## src/strap_cfg_pkg.sv

```systemverilog
package strap_cfg_pkg;

    // Resolved level of a strap pin
    typedef enum logic [1:0] {
        LVL_LOW  = 2'b00,
        LVL_OPEN = 2'b01,
        LVL_HIGH = 2'b10
    } level_t;

    typedef enum logic [1:0] {
        EQ_FIXED_LO = 2'b00,
        EQ_ADAPTIVE = 2'b01,
        EQ_FIXED_HI = 2'b10
    } eq_t;

    typedef enum logic [1:0] {
        TERM_NONE    = 2'b00,
        TERM_75_150  = 2'b01,
        TERM_150_300 = 2'b10
    } term_t;

    typedef enum logic [1:0] {
        TMODE_AUTO = 2'b00,
        TMODE_ON   = 2'b01,
        TMODE_OFF  = 2'b10
    } term_mode_t;

    typedef enum logic [1:0] {
        LANE_NORMAL = 2'b00,
        LANE_SWAP   = 2'b01,
        LANE_INVERT = 2'b10
    } lane_mode_t;

    // Control word, low byte of the control register
    typedef struct packed {
        logic       dvi;
        lane_mode_t lane;
        term_mode_t term;
        eq_t        eq;
        logic       deemph;
    } ctrl_t;

    // Status word, low bits of the status register
    typedef struct packed {
        logic       deemph_rsvd;
        logic [1:0] addr_bits;
        logic       adaptor_id;
        logic       dvi;
        logic       invert;
        logic       swap;
        term_t      term;
        eq_t        eq;
        logic       deemph;
        logic       serial;
    } status_t;

    localparam int         ADDR_W     = 4;
    localparam logic [3:0] CTRL_ADDR  = 4'h0;
    localparam logic [3:0] STAT_ADDR  = 4'h4;
    localparam logic [7:0] CTRL_RESET = 8'h02;
    localparam logic [1:0] RESP_OKAY  = 2'h0;
    localparam logic [1:0] RESP_SLVERR = 2'h2;
    localparam logic       DEEMPH_0DB = 1'b0;
    localparam logic       DEEMPH_2DB = 1'b1;

    // Link rate in units of 10 Mbps
    localparam int          RATE_W      = 10;
    localparam logic [9:0]  RATE_HI_MIN = 10'h154;
    localparam logic [9:0]  RATE_LO_MIN = 10'h0c8;

    // Strap slots
    localparam int STRAP_DEEMPH = 0;
    localparam int STRAP_EQ     = 1;
    localparam int STRAP_TERM   = 2;
    localparam int STRAP_LANE   = 3;
    localparam int STRAP_SINK   = 4;
    localparam int STRAP_MODE   = 5;
    localparam int N_STRAPS     = 6;

    // Automatic termination from the link rate
    function automatic term_t term_from_rate(input logic [9:0] rate);
        if (rate > RATE_HI_MIN)
            return TERM_75_150;
        else if (rate > RATE_LO_MIN)
            return TERM_150_300;
        else
            return TERM_NONE;
    endfunction

endpackage

```

## src/strap_code_if.sv

```systemverilog
`timescale 1ns/1ps
`default_nettype none
interface strap_code_if;
    import strap_cfg_pkg::*;
    level_t code;
    modport drive (output code);
    modport sink  (input code);
endinterface
`default_nettype wire

```

## src/strap_config_select.sv

```systemverilog
// The address map and the AXI4-Lite interface to the registers were chosen for this implementation.
`timescale 1ns/1ps
`default_nettype none
// Behaviour
// RULE1 - Select input high: serial registers configure
// RULE2 - Select low: straps win, writes ignored
// RULE3 - De-emphasis strap: low 2 dB, open 0 dB
// RULE4 - EQ strap: low 7.5, open adaptive, high 14
// RULE5 - Serial mode: EQ strap is address bit
// RULE6 - EQ strap three-level; two-level as address
// RULE7 - Sink strap high selects DVI-type output
// RULE8 - Non-DVI sink exposes adaptor identification block
// RULE9 - Serial mode: sink strap is address bit
// RULE10 - Termination strap high: termination off
// RULE11 - Termination strap low: 75-150 ohm on
// RULE12 - Termination open: chosen from link rate
// RULE13 - Lane strap high: invert polarity, retimer only
// RULE14 - Lane strap low: swap lane order
// RULE15 - Lane strap open: normal lanes
// RULE16 - Three-level straps resolve to stable codes
module strap_config_select
    import strap_cfg_pkg::*;
(
    input  wire logic              aclk,
    input  wire logic              aresetn,
    input  wire logic [ADDR_W-1:0] s_axi_awaddr,
    input  wire logic              s_axi_awvalid,
    output var  logic              s_axi_awready,
    input  wire logic [31:0]       s_axi_wdata,
    input  wire logic [3:0]        s_axi_wstrb,
    input  wire logic              s_axi_wvalid,
    output var  logic              s_axi_wready,
    output var  logic [1:0]        s_axi_bresp,
    output var  logic              s_axi_bvalid,
    input  wire logic              s_axi_bready,
    input  wire logic [ADDR_W-1:0] s_axi_araddr,
    input  wire logic              s_axi_arvalid,
    output var  logic              s_axi_arready,
    output var  logic [31:0]       s_axi_rdata,
    output var  logic [1:0]        s_axi_rresp,
    output var  logic              s_axi_rvalid,
    input  wire logic              s_axi_rready,
    input  wire logic              serial_mode_select,
    input  wire logic              deemph_strap_above,
    input  wire logic              deemph_strap_below,
    input  wire logic              equalizer_strap_addr_lo_above,
    input  wire logic              equalizer_strap_addr_lo_below,
    input  wire logic              transmit_termination_strap_above,
    input  wire logic              transmit_termination_strap_below,
    input  wire logic              lane_order_strap_above,
    input  wire logic              lane_order_strap_below,
    input  wire logic              sink_type_strap_addr_hi,
    input  wire logic [RATE_W-1:0] link_data_rate,
    input  wire logic              retimer_active,
    output var  logic              deemph_2db,
    output var  eq_t               eq_mode,
    output var  term_t             term_sel,
    output var  logic              lane_swap,
    output var  logic              lane_invert,
    output var  logic              dvi_mode,
    output var  logic              adaptor_id_visible,
    output var  logic [1:0]        slave_addr_bits
);

    logic [N_STRAPS-1:0] pin_above;
    logic [N_STRAPS-1:0] pin_below;
    level_t              lvl [N_STRAPS];
    logic                serial;

    // Two-level pins reuse the resolver with complementary comparators
    assign pin_above = {serial_mode_select, sink_type_strap_addr_hi,
                        lane_order_strap_above,
                        transmit_termination_strap_above,
                        equalizer_strap_addr_lo_above,
                        deemph_strap_above};
    assign pin_below = {~serial_mode_select, ~sink_type_strap_addr_hi,
                        lane_order_strap_below,
                        transmit_termination_strap_below,
                        equalizer_strap_addr_lo_below,
                        deemph_strap_below};

    strap_code_if strap [N_STRAPS] ();

    genvar gi;
    generate
        for (gi = 0; gi < N_STRAPS; gi++) begin : g_strap
            strap_resolver u_res (
                .aclk      (aclk),
                .aresetn   (aresetn),
                .pin_above (pin_above[gi]),
                .pin_below (pin_below[gi]),
                .out       (strap[gi])
            );
            assign lvl[gi] = strap[gi].code;
        end
    endgenerate

    assign serial = (lvl[STRAP_MODE] == LVL_HIGH);

    // Bus state
    logic              aw_held;
    logic              w_held;
    logic [ADDR_W-1:0] wr_addr;
    logic [7:0]        wr_byte;
    logic              wr_lane0;
    ctrl_t             ctrl;
    status_t           status;
    logic              next_aw_held;
    logic              next_w_held;
    logic [ADDR_W-1:0] next_wr_addr;
    logic [7:0]        next_wr_byte;
    logic              next_wr_lane0;
    ctrl_t             next_ctrl;
    logic              next_awready;
    logic              next_wready;
    logic              next_bvalid;
    logic [1:0]        next_bresp;
    logic              next_arready;
    logic              next_rvalid;
    logic [31:0]       next_rdata;
    logic [1:0]        next_rresp;

    // Address and data are taken independently, then joined
    always_comb begin
        next_aw_held  = aw_held;
        next_w_held   = w_held;
        next_wr_addr  = wr_addr;
        next_wr_byte  = wr_byte;
        next_wr_lane0 = wr_lane0;
        next_ctrl     = ctrl;
        next_bvalid   = s_axi_bvalid;
        next_bresp    = s_axi_bresp;
        if (s_axi_awvalid && s_axi_awready) begin
            next_aw_held = 1'b1;
            next_wr_addr = s_axi_awaddr;
        end
        if (s_axi_wvalid && s_axi_wready) begin
            next_w_held   = 1'b1;
            next_wr_byte  = s_axi_wdata[7:0];
            next_wr_lane0 = s_axi_wstrb[0];
        end
        if (s_axi_bvalid && s_axi_bready)
            next_bvalid = 1'b0;
        if (aw_held && w_held && !s_axi_bvalid) begin
            next_aw_held = 1'b0;
            next_w_held  = 1'b0;
            next_bvalid  = 1'b1;
            next_bresp   = RESP_OKAY;
            if (wr_addr[3:2] == CTRL_ADDR[3:2]) begin
                // Straps own the settings in pin mode
                if (serial && wr_lane0) // [RULE2]
                    next_ctrl = ctrl_t'(wr_byte);
            end else if (wr_addr[3:2] != STAT_ADDR[3:2]) begin
                next_bresp = RESP_SLVERR;
            end
        end
        // No new request while a response waits
        next_awready = !next_aw_held && !next_bvalid;
        next_wready  = !next_w_held && !next_bvalid;
    end

    // Read path answers one cycle after the address is taken
    always_comb begin
        next_arready = s_axi_arready;
        next_rvalid  = s_axi_rvalid;
        next_rdata   = s_axi_rdata;
        next_rresp   = s_axi_rresp;
        if (s_axi_arvalid && s_axi_arready) begin
            next_arready = 1'b0;
            next_rvalid  = 1'b1;
            next_rresp   = RESP_OKAY;
            next_rdata   = 32'h0;
            if (s_axi_araddr[3:2] == CTRL_ADDR[3:2])
                next_rdata[7:0] = ctrl;
            else if (s_axi_araddr[3:2] == STAT_ADDR[3:2])
                next_rdata[12:0] = status;
            else
                next_rresp = RESP_SLVERR;
        end else if (s_axi_rvalid && s_axi_rready) begin
            next_arready = 1'b1;
            next_rvalid  = 1'b0;
        end
    end

    always_ff @(posedge aclk) begin
        if (!aresetn) begin
            aw_held       <= 1'b0;
            w_held        <= 1'b0;
            wr_addr       <= 4'h0;
            wr_byte       <= 8'h00;
            wr_lane0      <= 1'b0;
            ctrl          <= ctrl_t'(CTRL_RESET);
            s_axi_awready <= 1'b1;
            s_axi_wready  <= 1'b1;
            s_axi_bvalid  <= 1'b0;
            s_axi_bresp   <= RESP_OKAY;
            s_axi_arready <= 1'b1;
            s_axi_rvalid  <= 1'b0;
            s_axi_rdata   <= 32'h0;
            s_axi_rresp   <= RESP_OKAY;
        end else begin
            aw_held       <= next_aw_held;
            w_held        <= next_w_held;
            wr_addr       <= next_wr_addr;
            wr_byte       <= next_wr_byte;
            wr_lane0      <= next_wr_lane0;
            ctrl          <= next_ctrl;
            s_axi_awready <= next_awready;
            s_axi_wready  <= next_wready;
            s_axi_bvalid  <= next_bvalid;
            s_axi_bresp   <= next_bresp;
            s_axi_arready <= next_arready;
            s_axi_rvalid  <= next_rvalid;
            s_axi_rdata   <= next_rdata;
            s_axi_rresp   <= next_rresp;
        end
    end

    // Effective configuration
    logic       next_deemph;
    eq_t        next_eq;
    term_t      next_term;
    logic       next_swap;
    logic       next_invert;
    logic       next_dvi;
    logic       next_adaptor;
    logic [1:0] next_addr;

    always_comb begin
        next_deemph = DEEMPH_0DB;
        next_eq     = EQ_ADAPTIVE;
        next_term   = term_from_rate(link_data_rate);
        next_swap   = 1'b0;
        next_invert = 1'b0;
        next_addr   = 2'h0;
        if (serial) begin // [RULE1]
            next_deemph = ctrl.deemph;
            next_eq     = ctrl.eq;
            case (ctrl.term)
                TMODE_ON:  next_term = TERM_75_150;
                TMODE_OFF: next_term = TERM_NONE;
                default:   next_term = term_from_rate(link_data_rate);
            endcase
            next_swap   = (ctrl.lane == LANE_SWAP);
            next_invert = (ctrl.lane == LANE_INVERT) && retimer_active;
            next_dvi    = ctrl.dvi;
            // Address pins read as plain two-level inputs
            next_addr   = {lvl[STRAP_SINK] == LVL_HIGH, // [RULE9]
                           lvl[STRAP_EQ] == LVL_HIGH};  // [RULE5] [RULE6]
        end else begin
            // Reserved high level falls back to 0 dB
            if (lvl[STRAP_DEEMPH] == LVL_LOW) // [RULE3]
                next_deemph = DEEMPH_2DB;
            case (lvl[STRAP_EQ]) // [RULE4] [RULE6]
                LVL_LOW:  next_eq = EQ_FIXED_LO;
                LVL_HIGH: next_eq = EQ_FIXED_HI;
                default:  next_eq = EQ_ADAPTIVE;
            endcase
            case (lvl[STRAP_TERM]) // [RULE12]
                LVL_HIGH: next_term = TERM_NONE;   // [RULE10]
                LVL_LOW:  next_term = TERM_75_150; // [RULE11]
                default:  next_term = term_from_rate(link_data_rate);
            endcase
            case (lvl[STRAP_LANE])
                LVL_LOW:  next_swap = 1'b1; // [RULE14]
                LVL_HIGH: next_invert = retimer_active; // [RULE13]
                default:  next_swap = 1'b0; // [RULE15]
            endcase
            next_dvi = (lvl[STRAP_SINK] == LVL_HIGH); // [RULE7]
        end
        next_adaptor = !next_dvi; // [RULE8]
    end

    always_ff @(posedge aclk) begin
        if (!aresetn) begin
            deemph_2db         <= DEEMPH_0DB;
            eq_mode            <= EQ_ADAPTIVE;
            term_sel           <= TERM_NONE;
            lane_swap          <= 1'b0;
            lane_invert        <= 1'b0;
            dvi_mode           <= 1'b0;
            adaptor_id_visible <= 1'b1; // Non-DVI after reset, as dvi_mode
            slave_addr_bits    <= 2'h0;
        end else begin
            deemph_2db         <= next_deemph;
            eq_mode            <= next_eq;
            term_sel           <= next_term;
            lane_swap          <= next_swap;
            lane_invert        <= next_invert;
            dvi_mode           <= next_dvi;
            adaptor_id_visible <= next_adaptor;
            slave_addr_bits    <= next_addr;
        end
    end

    // Status reflects the registered outputs, the mode strap and the reserved de-emphasis level
    assign status = '{deemph_rsvd: !serial &&
                                    lvl[STRAP_DEEMPH] == LVL_HIGH,
                      addr_bits:  slave_addr_bits,
                      adaptor_id: adaptor_id_visible,
                      dvi:        dvi_mode,
                      invert:     lane_invert,
                      swap:       lane_swap,
                      term:       term_sel,
                      eq:         eq_mode,
                      deemph:     deemph_2db,
                      serial:     serial};
endmodule
`default_nettype wire

```

## src/strap_resolver.sv

```systemverilog
`timescale 1ns/1ps
`default_nettype none
module strap_resolver
    import strap_cfg_pkg::*;
(
    input  wire logic         aclk,
    input  wire logic         aresetn,
    input  wire logic         pin_above,
    input  wire logic         pin_below,
    strap_code_if.drive       out
);

    logic [2:0] sync_above;
    logic [2:0] sync_below;
    logic [2:0] next_sync_above;
    logic [2:0] next_sync_below;
    level_t     code;
    level_t     next_code;

    // Only stages two and three are compared; stage one feeds stage two
    always_comb begin
        next_sync_above = {sync_above[1:0], pin_above};
        next_sync_below = {sync_below[1:0], pin_below};
        next_code       = code;
        if (sync_above[2] == sync_above[1] &&
            sync_below[2] == sync_below[1]) begin
            case ({sync_above[1], sync_below[1]}) // [RULE16]
                2'b01:   next_code = LVL_LOW;
                2'b10:   next_code = LVL_HIGH;
                2'b00:   next_code = LVL_OPEN;
                default: next_code = code; // Both comparators: glitch
            endcase
        end
    end

    always_ff @(posedge aclk) begin
        if (!aresetn) begin
            sync_above <= 3'h0;
            sync_below <= 3'h0;
            code       <= LVL_OPEN;
        end else begin
            sync_above <= next_sync_above;
            sync_below <= next_sync_below;
            code       <= next_code;
        end
    end

    assign out.code = code;
endmodule
`default_nettype wire

```

## config.mk

```make
export PLATFORM = sky130hd
export DESIGN_NAME = strap_config_select
export DESIGN_NICKNAME = d
export VERILOG_FILES = /design/src/strap_cfg_pkg.sv /design/src/strap_code_if.sv /design/src/strap_config_select.sv /design/src/strap_resolver.sv
export SDC_FILE = /design/constraint.sdc
export NUM_CORES = 1
export LEC_CHECK = 0
export BUFFER_PORTS_ARGS = -buffer_cell sky130_fd_sc_hd__buf_2
export CORE_ASPECT_RATIO = 1.25
export CORE_MARGIN = 8
export CORE_UTILIZATION = 54
export DETAILED_ROUTE_END_ITERATION = 12
export PLACE_DENSITY = 0.84
export SYNTH_ARGS = -nofsm -noshare
export SYNTH_HDL_FRONTEND = slang
export SYNTH_SLANG_ARGS = --single-unit
```

## constraint.sdc

```tcl
create_clock -name aclk -period 3 [get_ports aclk]
set_input_delay 0.45 -clock aclk [delete_from_list [all_inputs] [get_ports aclk]]
set_output_delay 0.45 -clock aclk [all_outputs]
set_load 0.05 [all_outputs]
```

==> out/results.md <==
| Metric | This run |
| --- | --- |
| Actual transition at the worst max-transition pin | 919 ps |
| Synthesized-area fraction occupied by ao, oa, aoi and oai cells | 13.1% |
| Number of buffers inserted by hold repair at cts | 0 |
| Synthesized-area fraction occupied by xor and xnor cells | 0.458% |
| Sequential area share after synthesis | 52.3% |
| Kind of launch point of the worst setup path | flop |
| Total non-filler cell area in the finished layout | 4350 um2 |
| Post-synthesis share of cell area spent on full adders, half adders and majority gates | 0.327% |
| Yosys warning total | 0 |
| Total clock buffers created by CTS | 9 |
| Data arrival at the endpoint of the critical path | 1910 ps |
| Routed length per instance | 13.2 um |
| Effective utilization at floorplan | 55.2% |
| Number of setup buffers added after CTS | 0 |
| Net count reported at finish | 564 |
| Static Leakage | 1.84 nW |
| Detailed Route WL | 7.73 mm |
| Max-slew violation total from the final report | 0 |
| Standard cell core area | 6930 um2 |
| Antenna diodes | 0 |
| Clock transition time at the flip-flop clock pins of the worst setup and hold paths | 90 ps |
| RSZ-0062 raised after global routing | false |
| Antenna violations before repair | 0 |
| Number of synthesized register bits | 100 |
| TritonCTS clock tree | done |
| Cell Area, Placed | 4170 um2 |
| Vias per Instance | 5.16 |
| Final Hold Violating Endpoints | 0 |
| Number of top-level design ports | 124 |
| Die H | 110 um |
| Post-DP HPWL | 5.56 mm |
| M2 GR Usage | 27.7% |
| Global-route met3 utilization | 5.56% |
| Average cell area after synthesis | 9.05 um2 |
| Remaining DRCs | 0 |
| Number of buffers on the longest clock path | 2 |
| Root Buffer | clkbuf_8 |
| GRT Residual Overflow | 0 |
| Pin count of the biggest net entering global routing | 54 |
| Max H-tree Level | 3 |
| Iter 0 DRT Violations | 135 |
| Final Critical Period | 1700 ps |
| Number of clock sinks | 100 |
| Mux cell area share after synthesis | 4.38% |
| Clock Skews | 8.99 ps |
| Number of cells upsized or downsized after cts | 0 |
| Number of max-capacitance violations reported | 0 |
| Main combinational cell family by area after synthesis | simple AND/OR/NAND/NOR gates |
| Cell Rows | 34 |
| Total via count after detailed routing | 3,024 |
| Number of standard cells after synthesis | 423 |
| Via count of the first global-routing pass | 2,981 |
| Total power divided by cell area | 561 nW/um2 |
| Relative max-transition margin | 38.6% |
| Synthesized-area fraction occupied by and/or/nand/nor cells | 22.9% |
| Layout overhead on the synthesized area | 13.6% |
| Cell area after technology mapping | 3830 um2 |
| Final worst path period share | 56.7% |
| Final setup violation count | 0 |
| Highest-count cells in the layout ignoring fill and taps | dfxtp_1, buf_2, nor2_1 |
| Path category of the worst min-delay check | in2reg |
| Max rail drop VDD | 0.000281 V |
| Final RePlAce weighted congestion | 0.855 |
| Count of nets left with antenna violations after detail routing | 0 |
| Setup_tns | 0 ps |
| F_max | 0.588 GHz |
| Most used routing layer in global routing | met2 |
| Largest fanout on the critical path | 8 |
| Commonest non-fill, non-tap cell in the layout | dfxtp_1 |
| Clock network latency to the later pin of the worst-skew pair | 360 ps |
| Wire length of the first global-routing pass | 12.8 mm |
| Drt pass-1 iters | 4 |
| Number of different library cells in the post-synthesis netlist | 40 |
| Port Buffers | 71 |
| Met1 routing resource usage after global routing | 16.3% |
| Run status | completed |
| WP data required | 3210 ps |
| Total routing usage reported by global routing | 15.4% |
| Share of post-route cells with drive strength above 1 | 20.4% |
| Kind of end point of the critical path | flop |
| Floorplan die width | 91.3 um |
| Classification of the worst setup path | reg2reg |
| DIE AREA | 10,100 um2 |
-- power breakdown --
group	switching (mW)	total, mW	internal, mW
sequential	0.0279	1.40	1.37
clock	0.470	0.784	0.313
combinational	0.186	0.255	0.0687
-- path summary, 6_finish.rpt --
kind / from / endpoint / slack [ps] / cells after the start
worst min-delay path: serial_mode_select / g_strap[5].u_res.sync_below[0] / 250 / 2
worst max register to register: g_strap[5].u_res.out.code[0] / ctrl[3] / 1300 / 4
worst min register to register: g_strap[2].u_res.sync_above[0] / g_strap[2].u_res.sync_above[1] / 440 / 1
worst max-delay path: g_strap[5].u_res.out.code[0] / ctrl[3] / 1300 / 4
-- worst max-delay path: stages (launching register included) --
cell,delay (ps)
dfxtp_1,360
nand2b_4,190
nor4_4,670
mux2i_1,280
nor2_1,60
-- Yosys cell counts --
library cell | n | share of area, %
a21oi_1 | 36 | 4.7
a22oi_1 | 12 | 2.4
o311ai_0 | 1 | 0.23
nand3b_1 | 7 | 1.4
nor2_1 | 56 | 5.5
mux2_2 | 6 | 1.8
and2b_2 | 1 | 0.23
nor4_4 | 1 | 0.56
nor4b_1 | 1 | 0.23
clkbuf_1 | 14 | 1.4
o31a_1 | 1 | 0.23
and3_2 | 1 | 0.20
nor4_1 | 1 | 0.16
nand3_1 | 2 | 0.26
nand2b_4 | 1 | 0.36
and2_1 | 31 | 5.1
mux2i_1 | 10 | 2.6
a21boi_0 | 2 | 0.39
o21ai_0 | 22 | 2.9
nand4b_1 | 1 | 0.23
a31oi_1 | 2 | 0.33
conb_1 | 1 | 0.098
ha_1 | 1 | 0.33
inv_1 | 9 | 0.88
nor3b_1 | 5 | 0.98
o31ai_1 | 1 | 0.20
xor2_1 | 2 | 0.46
nand2_1 | 49 | 4.8
a211oi_1 | 1 | 0.20
or3b_2 | 1 | 0.23
buf_4 | 21 | 4.1
dfxtp_1 | 100 | 52
o41ai_1 | 1 | 0.23
nand3b_4 | 1 | 0.52
o21a_1 | 1 | 0.20
nor3_1 | 3 | 0.39
nand2b_1 | 11 | 1.8
inv_2 | 1 | 0.098
o32ai_1 | 1 | 0.23
o2bb2ai_1 | 4 | 0.92
-- flip-flops by register name, summed over array words and instances (netlist names), 2 cells and up --
register	flops
wr_byte	8
slave_addr_bits	2
ctrl	8
g_strap.u_res.out.code	12
term_sel	2
s_axi_rdata	13
eq_mode	2
g_strap.u_res.sync_below	18
wr_addr	2
g_strap.u_res.sync_above	18
-- stage by stage --
stage	hold slack, ps	power (mW)	setup WS [ps]	instances	utilization (%)
after floorplan	412	1.64	1340	443	-
after global placement	414	1.68	1310	570	60.1
after detailed placement	418	1.69	1270	570	60.1
after CTS	228	2.46	1300	586	62.7
after global routing	231	2.55	1220	586	62.7
final	245	2.44	1300	586	62.7
-- cells by family (layout without fill, tap and decap cells) --
group	after synthesis	after routing
adder cells (fa/ha/maj)	1	1
AO/OA/AOI/OAI	85	85
AND/OR/NAND/NOR	173	173
buffers and inverters	45	98
multiplexers	16	16
XOR/XNOR	2	2
flip-flops	100	100
other	1	21
-- routing by layer --
layer | part of all wire [%] | vias up
li1 | - | 1518
met1 | 42 | 1398
met2 | 50 | 100
met3 | 6.8 | 8
met4 | 1.5 | 0
met5 | 0 | -
-- area by class of cell --
type	instances	area [um2]
fill	612	2580
timing repair buffer	72	363
sequential	100	2000
inverter	10	37.5
clock buffer	9	124
clock inverter	7	57.6
tap	90	113
multi-input combinational	298	1650
(Power assumes the default switching activity.)
